File: config.mk
export PLATFORM = sky130hd
export DESIGN_NAME = ddcf_top
export DESIGN_NICKNAME = d
export VERILOG_FILES = /design/src/verilog/ddcf_pkg.sv /design/src/verilog/ddcf_fifo.sv /design/src/verilog/ddcf_nco.sv /design/src/verilog/ddcf_top.sv
export SDC_FILE = /design/constraint.sdc
export NUM_CORES = 2
export LEC_CHECK = 0
export ABC_AREA = 1
export BUFFER_PORTS_ARGS = -buffer_cell sky130_fd_sc_hd__buf_2
export CAP_MARGIN = 20
export CORE_ASPECT_RATIO = 2
export CORE_UTILIZATION = 45
export CTS_CLUSTER_SIZE = 16
export DETAILED_ROUTE_END_ITERATION = 10
export HOLD_SLACK_MARGIN = 0.03
export SKIP_CTS_REPAIR_TIMING = 1
export SLEW_MARGIN = 30
export SYNTH_ARGS = -nofsm -noshare
export SYNTH_HDL_FRONTEND = slang
export SYNTH_SLANG_ARGS = --single-unit
File: constraint.sdc
create_clock -name mclk -period 33.7 [get_ports mclk]
set_clock_uncertainty 0.2 [all_clocks]
set_input_delay 10.11 -clock mclk [delete_from_list [all_inputs] [get_ports mclk]]
set_output_delay 10.11 -clock mclk [all_outputs]
set_load 0.02 [all_outputs]
File: src/verilog/ddcf_pkg.sv
// shared constants, types and helpers of the down-conversion path
package ddcf_pkg;

  // ************************************************
  // widths and depths
  // ************************************************
  localparam int SAMP_W  = 14;
  localparam int DATA_W  = 20;
  localparam int ACC_W   = 25;
  localparam int FREQ_W  = 32;
  localparam int TRIG_W  = 12;
  localparam int FIFO_D  = 8;
  localparam int MIX_SH  = 5;
  localparam int SAMP_SH = 6;

  // ************************************************
  // register offsets and reset values
  // ************************************************
  localparam logic [11:0] ADDR_CTRL = 12'h000;
  localparam logic [11:0] ADDR_FREQ = 12'h004;
  localparam logic [11:0] ADDR_FMT  = 12'h008;
  localparam logic [11:0] ADDR_STAT = 12'h00c;
  localparam logic [11:0] ADDR_FACT = 12'h010;
  localparam logic [8:0]  CTRL_RST  = 9'h000;
  localparam logic [31:0] FREQ_RST  = 32'h0000_0000;
  localparam logic [4:0]  FMT_RST   = 5'h14;
  localparam int CTRL_RESTART_B = 7;

  // ************************************************
  // numeric limits and cosine quarter table
  // ************************************************
  localparam logic signed [26:0] SAT_MAX = 27'sh007ffff;
  localparam logic signed [26:0] SAT_MIN = 27'sh7f80000;
  localparam logic [4:0] RES_MIN = 5'h0e;
  localparam logic [4:0] RES_MAX = 5'h14;
  localparam logic [11:0] COS_T0 = 12'h7ff;
  localparam logic [11:0] COS_T1 = 12'h763;
  localparam logic [11:0] COS_T2 = 12'h5a7;
  localparam logic [11:0] COS_T3 = 12'h30f;

  typedef enum logic [1:0] {MODE_REAL, MODE_CPLX, MODE_REMIX, MODE_SPARE} ddcf_mode_t;

  typedef struct packed {
    logic       inv;
    logic       restart;
    logic       gain;
    logic [2:0] dec;
    ddcf_mode_t mode;
    logic       en;
  } ddcf_ctrl_t;

  typedef struct packed {
    logic        is_q;
    logic [19:0] data;
  } ddcf_word_t;

  typedef struct packed {
    logic        psel;
    logic        penable;
    logic        pwrite;
    logic [11:0] paddr;
    logic [31:0] pwdata;
  } ddcf_apb_req_t;

  // number of low bits cleared for a given output resolution
  function automatic logic [4:0] ddcf_cut(input logic [4:0] res);
    if (res >= RES_MAX) ddcf_cut = 5'h00;
    else if (res < RES_MIN) ddcf_cut = RES_MAX - RES_MIN;
    else ddcf_cut = RES_MAX - res;
  endfunction : ddcf_cut

endpackage : ddcf_pkg

File: src/verilog/ddcf_fifo.sv
// ready/valid word fifo between the filter and the output formatter
`timescale 1ns/1ns
`default_nettype none
module ddcf_fifo #(
  parameter int W = 21,
  parameter int D = 8
) (
  input  wire logic         mclk,      // sampling clock
  input  wire logic         rst_b,     // async reset
  input  wire logic         ce,        // clock enable
  input  wire logic         in_valid,  // word offered
  output logic              in_ready,  // room for a word
  input  wire logic [W-1:0] in_data,   // word in
  output logic              out_valid, // word available
  input  wire logic         out_ready, // drain accepts
  output logic [W-1:0]      out_data,  // word out
  output logic [$clog2(D):0] level     // words held
);
  localparam int PW = $clog2(D);

  typedef struct packed {
    logic [D-1:0][W-1:0] mem;
    logic [PW-1:0]       wp;
    logic [PW-1:0]       rp;
    logic [PW:0]         cnt;
  } ddcf_fifo_st_t;

  ddcf_fifo_st_t q, d;
  logic push, pop;

  // ************************************************
  // handshake: frozen clock enable stalls both sides
  // ************************************************
  assign in_ready  = ce && (q.cnt != (PW+1)'(D));
  assign out_valid = ce && (q.cnt != '0);
  assign out_data  = q.mem[q.rp];
  assign level     = q.cnt;
  assign push      = in_valid && in_ready;
  assign pop       = out_valid && out_ready;

  // pointer and count update
  always_comb begin
    d = q;
    if (push) begin
      d.mem[q.wp] = in_data;
      d.wp = q.wp + 1'b1;
    end
    if (pop) d.rp = q.rp + 1'b1;
    d.cnt = q.cnt + (PW+1)'(push) - (PW+1)'(pop);
  end

  always_ff @(posedge mclk or negedge rst_b) begin
    if (!rst_b) q <= '0;
    else if (ce) q <= d;
  end
endmodule : ddcf_fifo
`default_nettype wire

File: src/verilog/ddcf_nco.sv
// numerically controlled oscillator with restart and pending frequency load
`timescale 1ns/1ns
`default_nettype none
module ddcf_nco import ddcf_pkg::*; (
  input  wire logic              mclk,      // sampling clock
  input  wire logic              rst_b,     // async reset
  input  wire logic              ce,        // clock enable
  input  wire logic              step,      // advance one sample
  input  wire logic              load,      // restart event
  input  wire logic [FREQ_W-1:0] freq_pend, // software frequency word
  output logic [FREQ_W-1:0]      freq_act,  // frequency in use
  output logic [FREQ_W-1:0]      phase,     // accumulated phase
  output logic signed [TRIG_W-1:0] cos_v,   // cosine of phase
  output logic signed [TRIG_W-1:0] sin_v    // sine of phase
);
  typedef struct packed {
    logic [FREQ_W-1:0] freq;
    logic [FREQ_W-1:0] ph;
    logic [TRIG_W-1:0] c;
    logic [TRIG_W-1:0] s;
  } ddcf_nco_st_t;

  ddcf_nco_st_t q, d;

  // sixteen-step cosine; coarse, but spurs stay below the filter floor for tests
  function automatic logic [TRIG_W-1:0] ddcf_cos(input logic [3:0] k);
    logic [1:0] i;
    logic [TRIG_W-1:0] m;
    i = k[1:0];
    if (k[2]) i = 2'h0 - k[1:0];
    case (i)
      2'h0: m = (k[2] && k[1:0] == 2'h0) ? COS_T0 : COS_T0;
      2'h1: m = COS_T1;
      2'h2: m = COS_T2;
      default: m = COS_T3;
    endcase
    if (k[1:0] == 2'h0 && k[2]) m = 12'h000;
    if (k[3] ^ (k[2] && k[1:0] != 2'h0)) m = 12'h000 - m;
    ddcf_cos = m;
  endfunction : ddcf_cos

  assign freq_act = q.freq;
  assign phase    = q.ph;
  assign cos_v    = $signed(q.c);
  assign sin_v    = $signed(q.s);

  // ************************************************
  // phase accumulator, signed step wraps modulo a full turn
  // ************************************************
  always_comb begin
    d = q;
    if (load) begin
      d.freq = freq_pend;
      d.ph   = '0;
    end else if (step) begin
      d.ph = q.ph + q.freq;
    end
    d.c = ddcf_cos(d.ph[31:28]);
    d.s = ddcf_cos(d.ph[31:28] - 4'h4);
  end

  always_ff @(posedge mclk or negedge rst_b) begin
    if (!rst_b) q <= '{freq: FREQ_RST, ph: '0, c: COS_T0, s: 12'h000};
    else if (ce) q <= d;
  end

endmodule : ddcf_nco
`default_nettype wire

File: src/verilog/ddcf_top.sv
// down-conversion path: mixer, decimator, gain, truncation, fifo and apb slave
//
// The implementer's own choices: the placing of the registers and register access over APB.
`timescale 1ns/1ns
`default_nettype none
module ddcf_top import ddcf_pkg::*; (
  input  wire logic              mclk,        // sampling clock
  input  wire logic              rst_b,       // async reset
  input  wire logic              ce,          // clock enable
  input  wire ddcf_apb_req_t     apb_req,     // apb request group
  output logic                   pready,      // apb ready
  output logic [31:0]            prdata,      // apb read data
  output logic                   pslverr,     // apb error
  input  wire logic              align_pin,   // powerdown_or_align_pin
  input  wire logic [SAMP_W-1:0] adc_sample,  // converter sample
  input  wire logic              adc_valid,   // sample offered
  output logic                   adc_ready,   // sample accepted
  output logic                   out_valid,   // word available
  input  wire logic              out_ready,   // formatter accepts
  output logic [DATA_W-1:0]      out_data,    // formatted word
  output logic                   out_is_q     // word is quadrature
);
  typedef struct packed {
    ddcf_ctrl_t         ctrl;
    logic [31:0]        freq;
    logic [4:0]         res;
    logic [31:0]        prdata;
    logic               perr;
    logic               sync1;
    logic               sync2;
    logic               sync3;
    logic [4:0]         cnt;
    logic signed [24:0] acc_i;
    logic signed [24:0] acc_q;
    logic               pend_q;
    ddcf_word_t         hold;
    logic               pair;
  } ddcf_st_t;

  ddcf_st_t q, d;

  // ************************************************
  // helpers
  // ************************************************
  function automatic logic ddcf_addr_ok(input logic [11:0] a);
    ddcf_addr_ok = (a == ADDR_CTRL) || (a == ADDR_FREQ) || (a == ADDR_FMT)
                || (a == ADDR_STAT) || (a == ADDR_FACT);
  endfunction : ddcf_addr_ok

  // gain, saturation and truncation of one filter result
  function automatic logic [DATA_W-1:0] ddcf_finish(input logic signed [24:0] x,
      input logic gain, input logic real_m, input logic [4:0] res);
    logic signed [26:0] g;
    logic [DATA_W-1:0]  s;
    logic [4:0]         cut;
    g = {{2{x[24]}}, x};
    cut = ddcf_cut(res);
    if (gain && real_m) g = g + (g >>> 2) + (g >>> 3) + (g >>> 5);
    else if (gain) g = g <<< 1;
    if (g > SAT_MAX) s = 20'h7ffff;
    else if (g < SAT_MIN) s = 20'h80000;
    else s = g[19:0];
    ddcf_finish = s & ~((20'h00001 << cut) - 20'h00001);
  endfunction : ddcf_finish

  logic                     setup, access, wr, ctrl_wr, ctrl_ev, pin_ev, restart;
  logic                     real_m, remix_m, in_fire, push, step;
  logic                     fifo_rdy;
  logic [3:0]               fifo_lvl;
  logic [2:0]               sh;
  logic [4:0]               last;
  logic signed [SAMP_W-1:0] samp;
  logic signed [19:0]       samp20;
  logic signed [TRIG_W-1:0] cos_v, sin_v, sin_m;
  logic signed [25:0]       prod_i, prod_q;
  logic signed [19:0]       mi, mq;
  logic signed [24:0]       sum_i, sum_q, si, sq;
  logic [31:0]              freq_act, nco_ph;
  ddcf_word_t               push_word, fifo_out;

  // ************************************************
  // combinational datapath terms
  // ************************************************
  assign setup   = apb_req.psel && !apb_req.penable;
  assign access  = apb_req.psel && apb_req.penable;
  assign wr      = ce && access && apb_req.pwrite && ddcf_addr_ok(apb_req.paddr);
  assign ctrl_wr = wr && (apb_req.paddr == ADDR_CTRL);
  assign ctrl_ev = ctrl_wr && (apb_req.pwdata[CTRL_RESTART_B] != q.ctrl.restart);
  assign pin_ev  = q.sync2 ^ q.sync3;
  assign restart = ctrl_ev || pin_ev;
  assign real_m  = (q.ctrl.mode == MODE_REAL);
  assign remix_m = (q.ctrl.mode == MODE_REMIX);
  assign adc_ready = fifo_rdy && !q.pend_q;
  assign in_fire = adc_valid && adc_ready;
  assign step    = in_fire && q.ctrl.en && !real_m;
  assign sh      = (q.ctrl.dec >= 3'h4) ? 3'h5 : q.ctrl.dec + 3'h1;
  assign last    = 5'((6'h01 << sh) - 6'h01);
  assign samp    = $signed(adc_sample);
  assign samp20  = {samp, 6'h00};
  assign sin_m   = q.ctrl.inv ? -sin_v : sin_v;
  assign prod_i  = 26'(samp) * 26'(cos_v);
  assign prod_q  = 26'(samp) * 26'(sin_m);
  assign mi      = real_m ? samp20 : prod_i[24:5];
  assign mq      = real_m ? 20'sh00000 : prod_q[24:5];
  assign sum_i   = q.acc_i + {{5{mi[19]}}, mi};
  assign sum_q   = q.acc_q + {{5{mq[19]}}, mq};
  assign si      = sum_i >>> sh;
  assign sq      = sum_q >>> sh;

  // apb answers without wait states while enabled
  assign pready   = ce;
  assign prdata   = q.prdata;
  assign pslverr  = access && q.perr;
  assign out_data = fifo_out.data;
  assign out_is_q = fifo_out.is_q;

  // ************************************************
  // next state
  // ************************************************
  always_comb begin
    d = q;
    push = 1'b0;
    push_word = '0;
    // pin synchroniser, first flop feeds only the second
    d.sync1 = align_pin;
    d.sync2 = q.sync1;
    d.sync3 = q.sync2;
    // register read captured in setup, error flagged for unmapped words
    if (setup) begin
      d.perr = !ddcf_addr_ok(apb_req.paddr);
      if (apb_req.paddr == ADDR_CTRL) d.prdata = {23'h000000, q.ctrl};
      else if (apb_req.paddr == ADDR_FREQ) d.prdata = q.freq;
      else if (apb_req.paddr == ADDR_FMT) d.prdata = {27'h0000000, q.res};
      else if (apb_req.paddr == ADDR_STAT) d.prdata = {26'h0, !fifo_rdy, fifo_lvl, q.ctrl.en};
      else if (apb_req.paddr == ADDR_FACT) d.prdata = freq_act;
      else d.prdata = 32'h0000_0000;
    end
    if (ctrl_wr) d.ctrl = ddcf_ctrl_t'(apb_req.pwdata[8:0]);
    else if (wr && apb_req.paddr == ADDR_FREQ) d.freq = apb_req.pwdata;
    else if (wr && apb_req.paddr == ADDR_FMT) d.res = apb_req.pwdata[4:0];
    // second word of a complex pair goes out before new input
    if (q.pend_q && fifo_rdy) begin
      push = 1'b1;
      push_word = q.hold;
      d.pend_q = 1'b0;
    end else if (in_fire && !q.ctrl.en) begin
      push = 1'b1;
      push_word = '{is_q: 1'b0, data: ddcf_finish({{5{samp20[19]}}, samp20}, 1'b0, 1'b1, q.res)};
    end else if (in_fire && q.cnt == last) begin
      push = 1'b1;
      d.cnt = 5'h00;
      d.acc_i = '0;
      d.acc_q = '0;
      d.pend_q = !real_m;
      if (real_m) begin
        push_word = '{is_q: 1'b0, data: ddcf_finish(si, q.ctrl.gain, 1'b1, q.res)};
      end else if (remix_m) begin
        // quarter-rate rotation: I, -Q, then -I, Q on the next pair
        d.pair = !q.pair;
        push_word = '{is_q: 1'b0,
                      data: ddcf_finish(q.pair ? -si : si, q.ctrl.gain, 1'b0, q.res)};
        d.hold = '{is_q: 1'b0,
                   data: ddcf_finish(q.pair ? sq : -sq, q.ctrl.gain, 1'b0, q.res)};
      end else begin
        push_word = '{is_q: 1'b0, data: ddcf_finish(si, q.ctrl.gain, 1'b0, q.res)};
        d.hold = '{is_q: 1'b1, data: ddcf_finish(sq, q.ctrl.gain, 1'b0, q.res)};
      end
    end else if (in_fire) begin
      d.cnt = q.cnt + 5'h01;
      d.acc_i = sum_i;
      d.acc_q = sum_q;
    end
    // alignment event restarts the divider and drops a half-sent pair
    if (restart) begin
      d.cnt = 5'h00;
      d.acc_i = '0;
      d.acc_q = '0;
      d.pend_q = 1'b0;
      d.pair = 1'b0;
    end
  end

  always_ff @(posedge mclk or negedge rst_b) begin
    if (!rst_b) begin
      q <= '0;
      q.ctrl <= ddcf_ctrl_t'(CTRL_RST);
      q.freq <= FREQ_RST;
      q.res <= FMT_RST;
    end else if (ce) begin
      q <= d;
    end
  end

  // ************************************************
  // oscillator and output buffer
  // ************************************************
  ddcf_nco u_nco (
    .mclk      (mclk),
    .rst_b     (rst_b),
    .ce        (ce),
    .step      (step),
    .load      (restart),
    .freq_pend (q.freq),
    .freq_act  (freq_act),
    .phase     (nco_ph),
    .cos_v     (cos_v),
    .sin_v     (sin_v)
  );

  ddcf_fifo #(.W(DATA_W + 1), .D(FIFO_D)) u_fifo (
    .mclk      (mclk),
    .rst_b     (rst_b),
    .ce        (ce),
    .in_valid  (push),
    .in_ready  (fifo_rdy),
    .in_data   (push_word),
    .out_valid (out_valid),
    .out_ready (out_ready),
    .out_data  (fifo_out),
    .level     (fifo_lvl)
  );
endmodule : ddcf_top
`default_nettype wire

Word level (Yosys, flattened, before mapping)
Index checks and enable logic that the tools add are counted.

Input port bits: 67. Output and inout port bits: 57. Flip-flop bits (word level): 426. Logic and storage cells: 318.

Eq/ne operators: 16. Reduce and logical (&&, ||, !) cells: 64. Multiply operators: 2. Bitwise logic cells: 18. Shift operators: 7. Multiplexer cells: 131. Order comparisons: 18. Add/subtract/negate cells: 26.

Operators with widths (number): 2-to-1 mux 20 bit (44); 2-to-1 mux 27 bit (25); 2-to-1 mux 32 bit (7); bitwise mux 168 bit (1); 2-to-1 mux 55 bit (3); 2-to-1 mux 25 bit (6); > comparator 27 x 20 -> 1 bit, second input constant (5); less-than comparator 27 x 20 -> 1 bit, second input constant (5); bitwise AND 20 bit (6); 2-to-1 mux 5 bit (18); 2-to-1 mux 21 bit (4); NOT 20 bit (4); left shift 1 x 5 -> 20 bit, first input constant (4); subtractor 20 x 1 -> 20 bit, second input constant (4); 2-to-1 mux 78 bit (1); case mux 11 bit (3 select lines) (2); binary-select mux 21 bit (select 3 bit) (1); demux 21 bit (select 3 bit) (1); 2-to-1 mux 56 bit (1); adder 25 bit (2); multiplier 14 x 12 -> 25 bit (2); negator 25 bit (2); >>> shifter 25 x 3 -> 25 bit (2); 2-to-1 mux 12 bit (3); other kinds (53) (129).

Logic depth before layout (Yosys ltp)
Word-level depth: 29. Gate-level depth with buffers: 84. Depth with buffers taken out: 82.

Modules after synthesis
Synthesis repeated with hierarchy kept, for this count alone.

Cell total of the unflattened synthesis: 6619. Area, all modules: 46200.6 sq um.

Modules (own cells, without submodules): ddcf_top (cells an instance 4667, area an instance 31382.6 sq um, instances 1); ddcf_fifo (cells an instance 1252, area an instance 9270.1 sq um, instances 1); ddcf_nco (cells an instance 700, area an instance 5547.8 sq um, instances 1).

Worst setup path before layout
No wires, ideal clock.

Kind: input-to-output. Start: in ce. End: out out_valid. Slack: 12579 ps. Arrival: 10811 ps. Buffers on the path: 1. Stages: 3. Cells stage by stage: inv_1 > clkbuf_1 > a31oi_1.

Longest elaborated chain between the ends: 1.

Ends and longest elaborated chain: start, declared (line ddcf_top.sv:9) `input wire logic ce,`; logical AND 1 bit (line ddcf_fifo.sv:35) `assign out_valid = ce && (q.cnt != '0);`; end, declared (line ddcf_top.sv:18) `output logic out_valid,`.

Every way passes these cells.

Worst setup path in the final report
Start: in adc_sample[3]. End: reg u_fifo.q[138] (netlist name).

Longest elaborated chain between the ends: 27.

Ends and longest elaborated chain: start, declared (line ddcf_top.sv:15) `input wire logic [SAMP_W-1:0] adc_sample,`; parallel branches: the longest is 24 deep, another holds adder 26 x 22 -> 27 bit; 2-to-1 mux 20 bit * (line ddcf_top.sv:146) `end else if (in_fire && !q.ctrl.en) begin`; 2-to-1 mux 21 bit * (line ddcf_top.sv:142) `if (q.pend_q && fifo_rdy) begin`; bitwise mux 168 bit * (line ddcf_fifo.sv:45) `d.mem[q.wp] = in_data;`; end signal, assigned (line ddcf_fifo.sv:53) `if (!rst_b) q <= '0;`; end signal, assigned (line ddcf_fifo.sv:54) `else if (ce) q <= d;`; end, declared (line ddcf_fifo.sv:28) `ddcf_fifo_st_t q, d;`.

Mark *: on every way between the ends. The select of a mux whose other input is x is not followed. A chain may end at the register's enable or synchronous reset.

==> flow_summary.json <==
{
  "status": "finished, final reports clean",
  "place_inst": 7464,
  "ant_nets": 0,
  "fin_cells": 7547,
  "vias": 41310,
  "grt-ovfl-total": 0,
  "tightest_slew_ns": 0.9748,
  "ys.flop_type": "dfrtp_1",
  "finalSetupViolCount": 0,
  "synthAdderAreaFrac_pct": 21.95,
  "yosysWarnings": 0,
  "path_common_cell": "nand2_1",
  "synthMuxAreaShare_pct": 0.5827,
  "hpwlAfterDp_um": 119100,
  "async_flop_share_pct": 100.0,
  "worstSetupStartpointType": "input pin",
  "slew_headroom_pct": 34.94,
  "hold_ws_ns": 0.2666,
  "wirelength_um": 152000,
  "critPathKind": "in2reg",
  "period_minus_slack_ns": 23.13,
  "nets": 6841,
  "crit_path_max_fanout": 24,
  "max_stage_delay_ns": 0.56,
  "synth_top_family_by_area": "simple AND/OR/NAND/NOR gates",
  "h-tree-depth": 2,
  "antenna_found_initial": 5,
  "die-area_um2": 100100,
  "drv_cap": 0,
  "insertion_delay_ns": 0.64,
  "drc": 0,
  "max_freq_mhz": 43.24,
  "drive_above_1_share_pct": 7.927,
  "synth_seq_area_share_pct": 24.02,
  "syn_area_um2": 44450,
  "gr-usage-all-layers_pct": 30.58,
  "clkTransAtPathRegs_ns": 0.07,
  "grt_pass1_vias": 42610,
  "finalSetupTns_ns": 0,
  "clkSinkCount": 426,
  "dr.pass1.iters": 6,
  "die_h_um": 446.4,
  "cts_buffer_depth": 3,
  "cts_tree": "built",
  "cpLargestDelayFamily": "simple AND/OR/NAND/NOR gates",
  "synth_compound_area_share_pct": 12.45,
  "synth_edf_count": 0,
  "yosys.area_share.simple_pct": 27.73,
  "port_buffers": 123,
  "num_rows": 162,
  "avgSynthCellArea_um2": 7.101,
  "num-fill-cells": 10060,
  "io_pins": 124,
  "crit_arrival_ns": 23.44,
  "syn_nets": 6901,
  "hold_class": "reg2reg",
  "regArea_um2": 10680,
  "coreArea_um2": 97700,
  "via_per_inst": 5.474,
  "die_x_um": 224.2,
  "synth.distinct_cells": 68,
  "numCtsBuffers": 44,
  "grt_pass1_wl_um": 234900,
  "routedWlPerCell_um": 20.14,
  "cts_root_buf": "clkbuf_16",
  "endpoint_kind": "register",
  "finalMaxSlewViolations": 0,
  "worstPathRequired_ns": 34.01,
  "multi_input_area_um2": 29030,
  "worst_path_max_delay_cell": "fa_1",
  "ys_ff_latch": 426,
  "rsz0062_at_grt": "no",
  "crit_buf_inv": 11,
  "min_period_over_period_pct": 68.63,
  "start_util_pct": 45.49,
  "area_growth_syn_to_layout_pct": 6.666,
  "drtIter0Drc": 2785,
  "synth-xor-area-share_pct": 2.505,
  "finalHoldViolations": 0,
  "gp_congestion": 0.9785,
  "synthCells": 6259,
  "grt_max_degree": 168
}
==> path summary, 6_finish.rpt <==
path	startpoint	to	slack, ns	depth (start not counted)
hold / removal	u_fifo.q[30]$_DFFE_PN0P_	u_fifo.q[30]$_DFFE_PN0P_	0.27	2
min in group asynchronous	rst_b	u_nco.sin_v[5]$_DFFE_PN0P_	9.22	1
hold reg to reg	u_fifo.q[30]$_DFFE_PN0P_	u_fifo.q[30]$_DFFE_PN0P_	0.27	2
setup / recovery	adc_sample[3]	u_fifo.q[138]$_DFFE_PN0P_	10.57	75
max in group asynchronous	rst_b	u_fifo.q[4]$_DFFE_PN0P_	21.94	3
setup reg to reg	u_nco.cos_v[4]$_DFFE_PN1P_	u_fifo.q[138]$_DFFE_PN0P_	19.84	74
==> cell usage in the layout, fill, tap and decap left out, types with 25 or more instances in the layout <==
master / n
inv_1: 868
nor2_1: 492
nand2_2: 58
clkbuf_16: 44
buf_4: 52
a21oi_1: 237
fa_1: 341
a31oi_1: 57
o21ai_0: 446
nor3_1: 35
a22o_1: 30
nand2_1: 1733
o22ai_1: 26
inv_2: 38
xnor2_1: 36
ha_1: 234
nand4_1: 43
dfrtp_1: 411
o211ai_1: 34
xor2_1: 88
o21ai_1: 48
nor2_2: 25
nand3_1: 455
buf_2: 122
==> sequential cells by signal, indices dropped and copies added (netlist names), 4 cells and up <==
signal	flops
u_nco.freq_act	32
u_nco.cos_v	12
q	126
u_nco.phase	32
u_fifo.level	4
u_fifo.q	174
u_nco.sin_v	12
prdata	32
==> routing by layer <==
layer / up-vias / GRT usage (%) / share of wire [%]
li1: 19710 / - / -
met1: 19980 / 29.35 / 34
met2: 1157 / 59.84 / 54
met3: 467 / 2.848 / 3.6
met4: 0 / 21.82 / 8.0
met5: - / 0 / 0
==> worst register-to-register path: cells and delay by family, from the launching register on <==
family / cells / cell delay (ns)
AND/OR/NAND/NOR: 39 / 4.58
adder cells (fa/ha/maj): 10 / 4.57
AO/OA/AOI/OAI: 14 / 2.31
buffers and inverters: 10 / 1.11
flip-flops: 1 / 0.78
XOR/XNOR: 1 / 0.14
==> cell usage after synthesis (16+ instances only) <==
library cell,n,share of area (%)
nand2_1,1733,15
inv_1,874,7.4
nor2_1,503,4.2
nand3_1,455,5.1
o21ai_0,447,5.0
dfrtp_1,413,23
fa_1,341,15
a21oi_1,237,2.7
ha_1,234,6.6
clkbuf_1,164,1.4
xor2_1,88,1.7
nand2_2,58,0.82
a31oi_1,57,0.80
buf_2,49,0.55
o21ai_1,47,0.53
nand4_1,43,0.61
buf_4,41,0.69
nor3_1,36,0.41
xnor2_1,36,0.71
inv_2,34,0.29
o211ai_1,34,0.57
a22o_1,30,0.59
o22ai_1,26,0.37
buf_1,24,0.20
mux2_2,23,0.58
or2_2,23,0.32
nor2_2,17,0.24
nand3_2,16,0.36
==> cell type report <==
type                       count  area share, %
antenna                        3        0.01584
clock buffer                  63          2.642
clock inverter                16         0.4856
inverter                     916          7.258
multi-input combinational   4631          61.24
sequential                   426          22.53
tap                         1312          3.463
timing repair buffer         180          2.367
==> stage by stage <==
step	instance area [µm²]	util [%]	worst slack (ns)
finish	47410	48.52	10.57
global route	47410	48.52	9.539
CTS	47370	48.48	10.68
detailed placement	45890	46.97	10.03
global placement	45860	46.94	10.07
floorplan	44450	-	12.58
==> cell families (layout without fill, tap and decap cells) <==
kind of cell / after synthesis / in the layout
AO/OA/AOI/OAI: 976 / 976
multiplexers: 23 / 23
XOR/XNOR: 125 / 125
adder cells (fa/ha/maj): 575 / 575
flip-flops: 426 / 426
AND/OR/NAND/NOR: 2932 / 2932
other: 0 / 3
buffers and inverters: 1202 / 1175
Power is left out: the tool's default activity adds up to more than one toggle a clock period on the data nets, which glitch-free logic cannot reach.
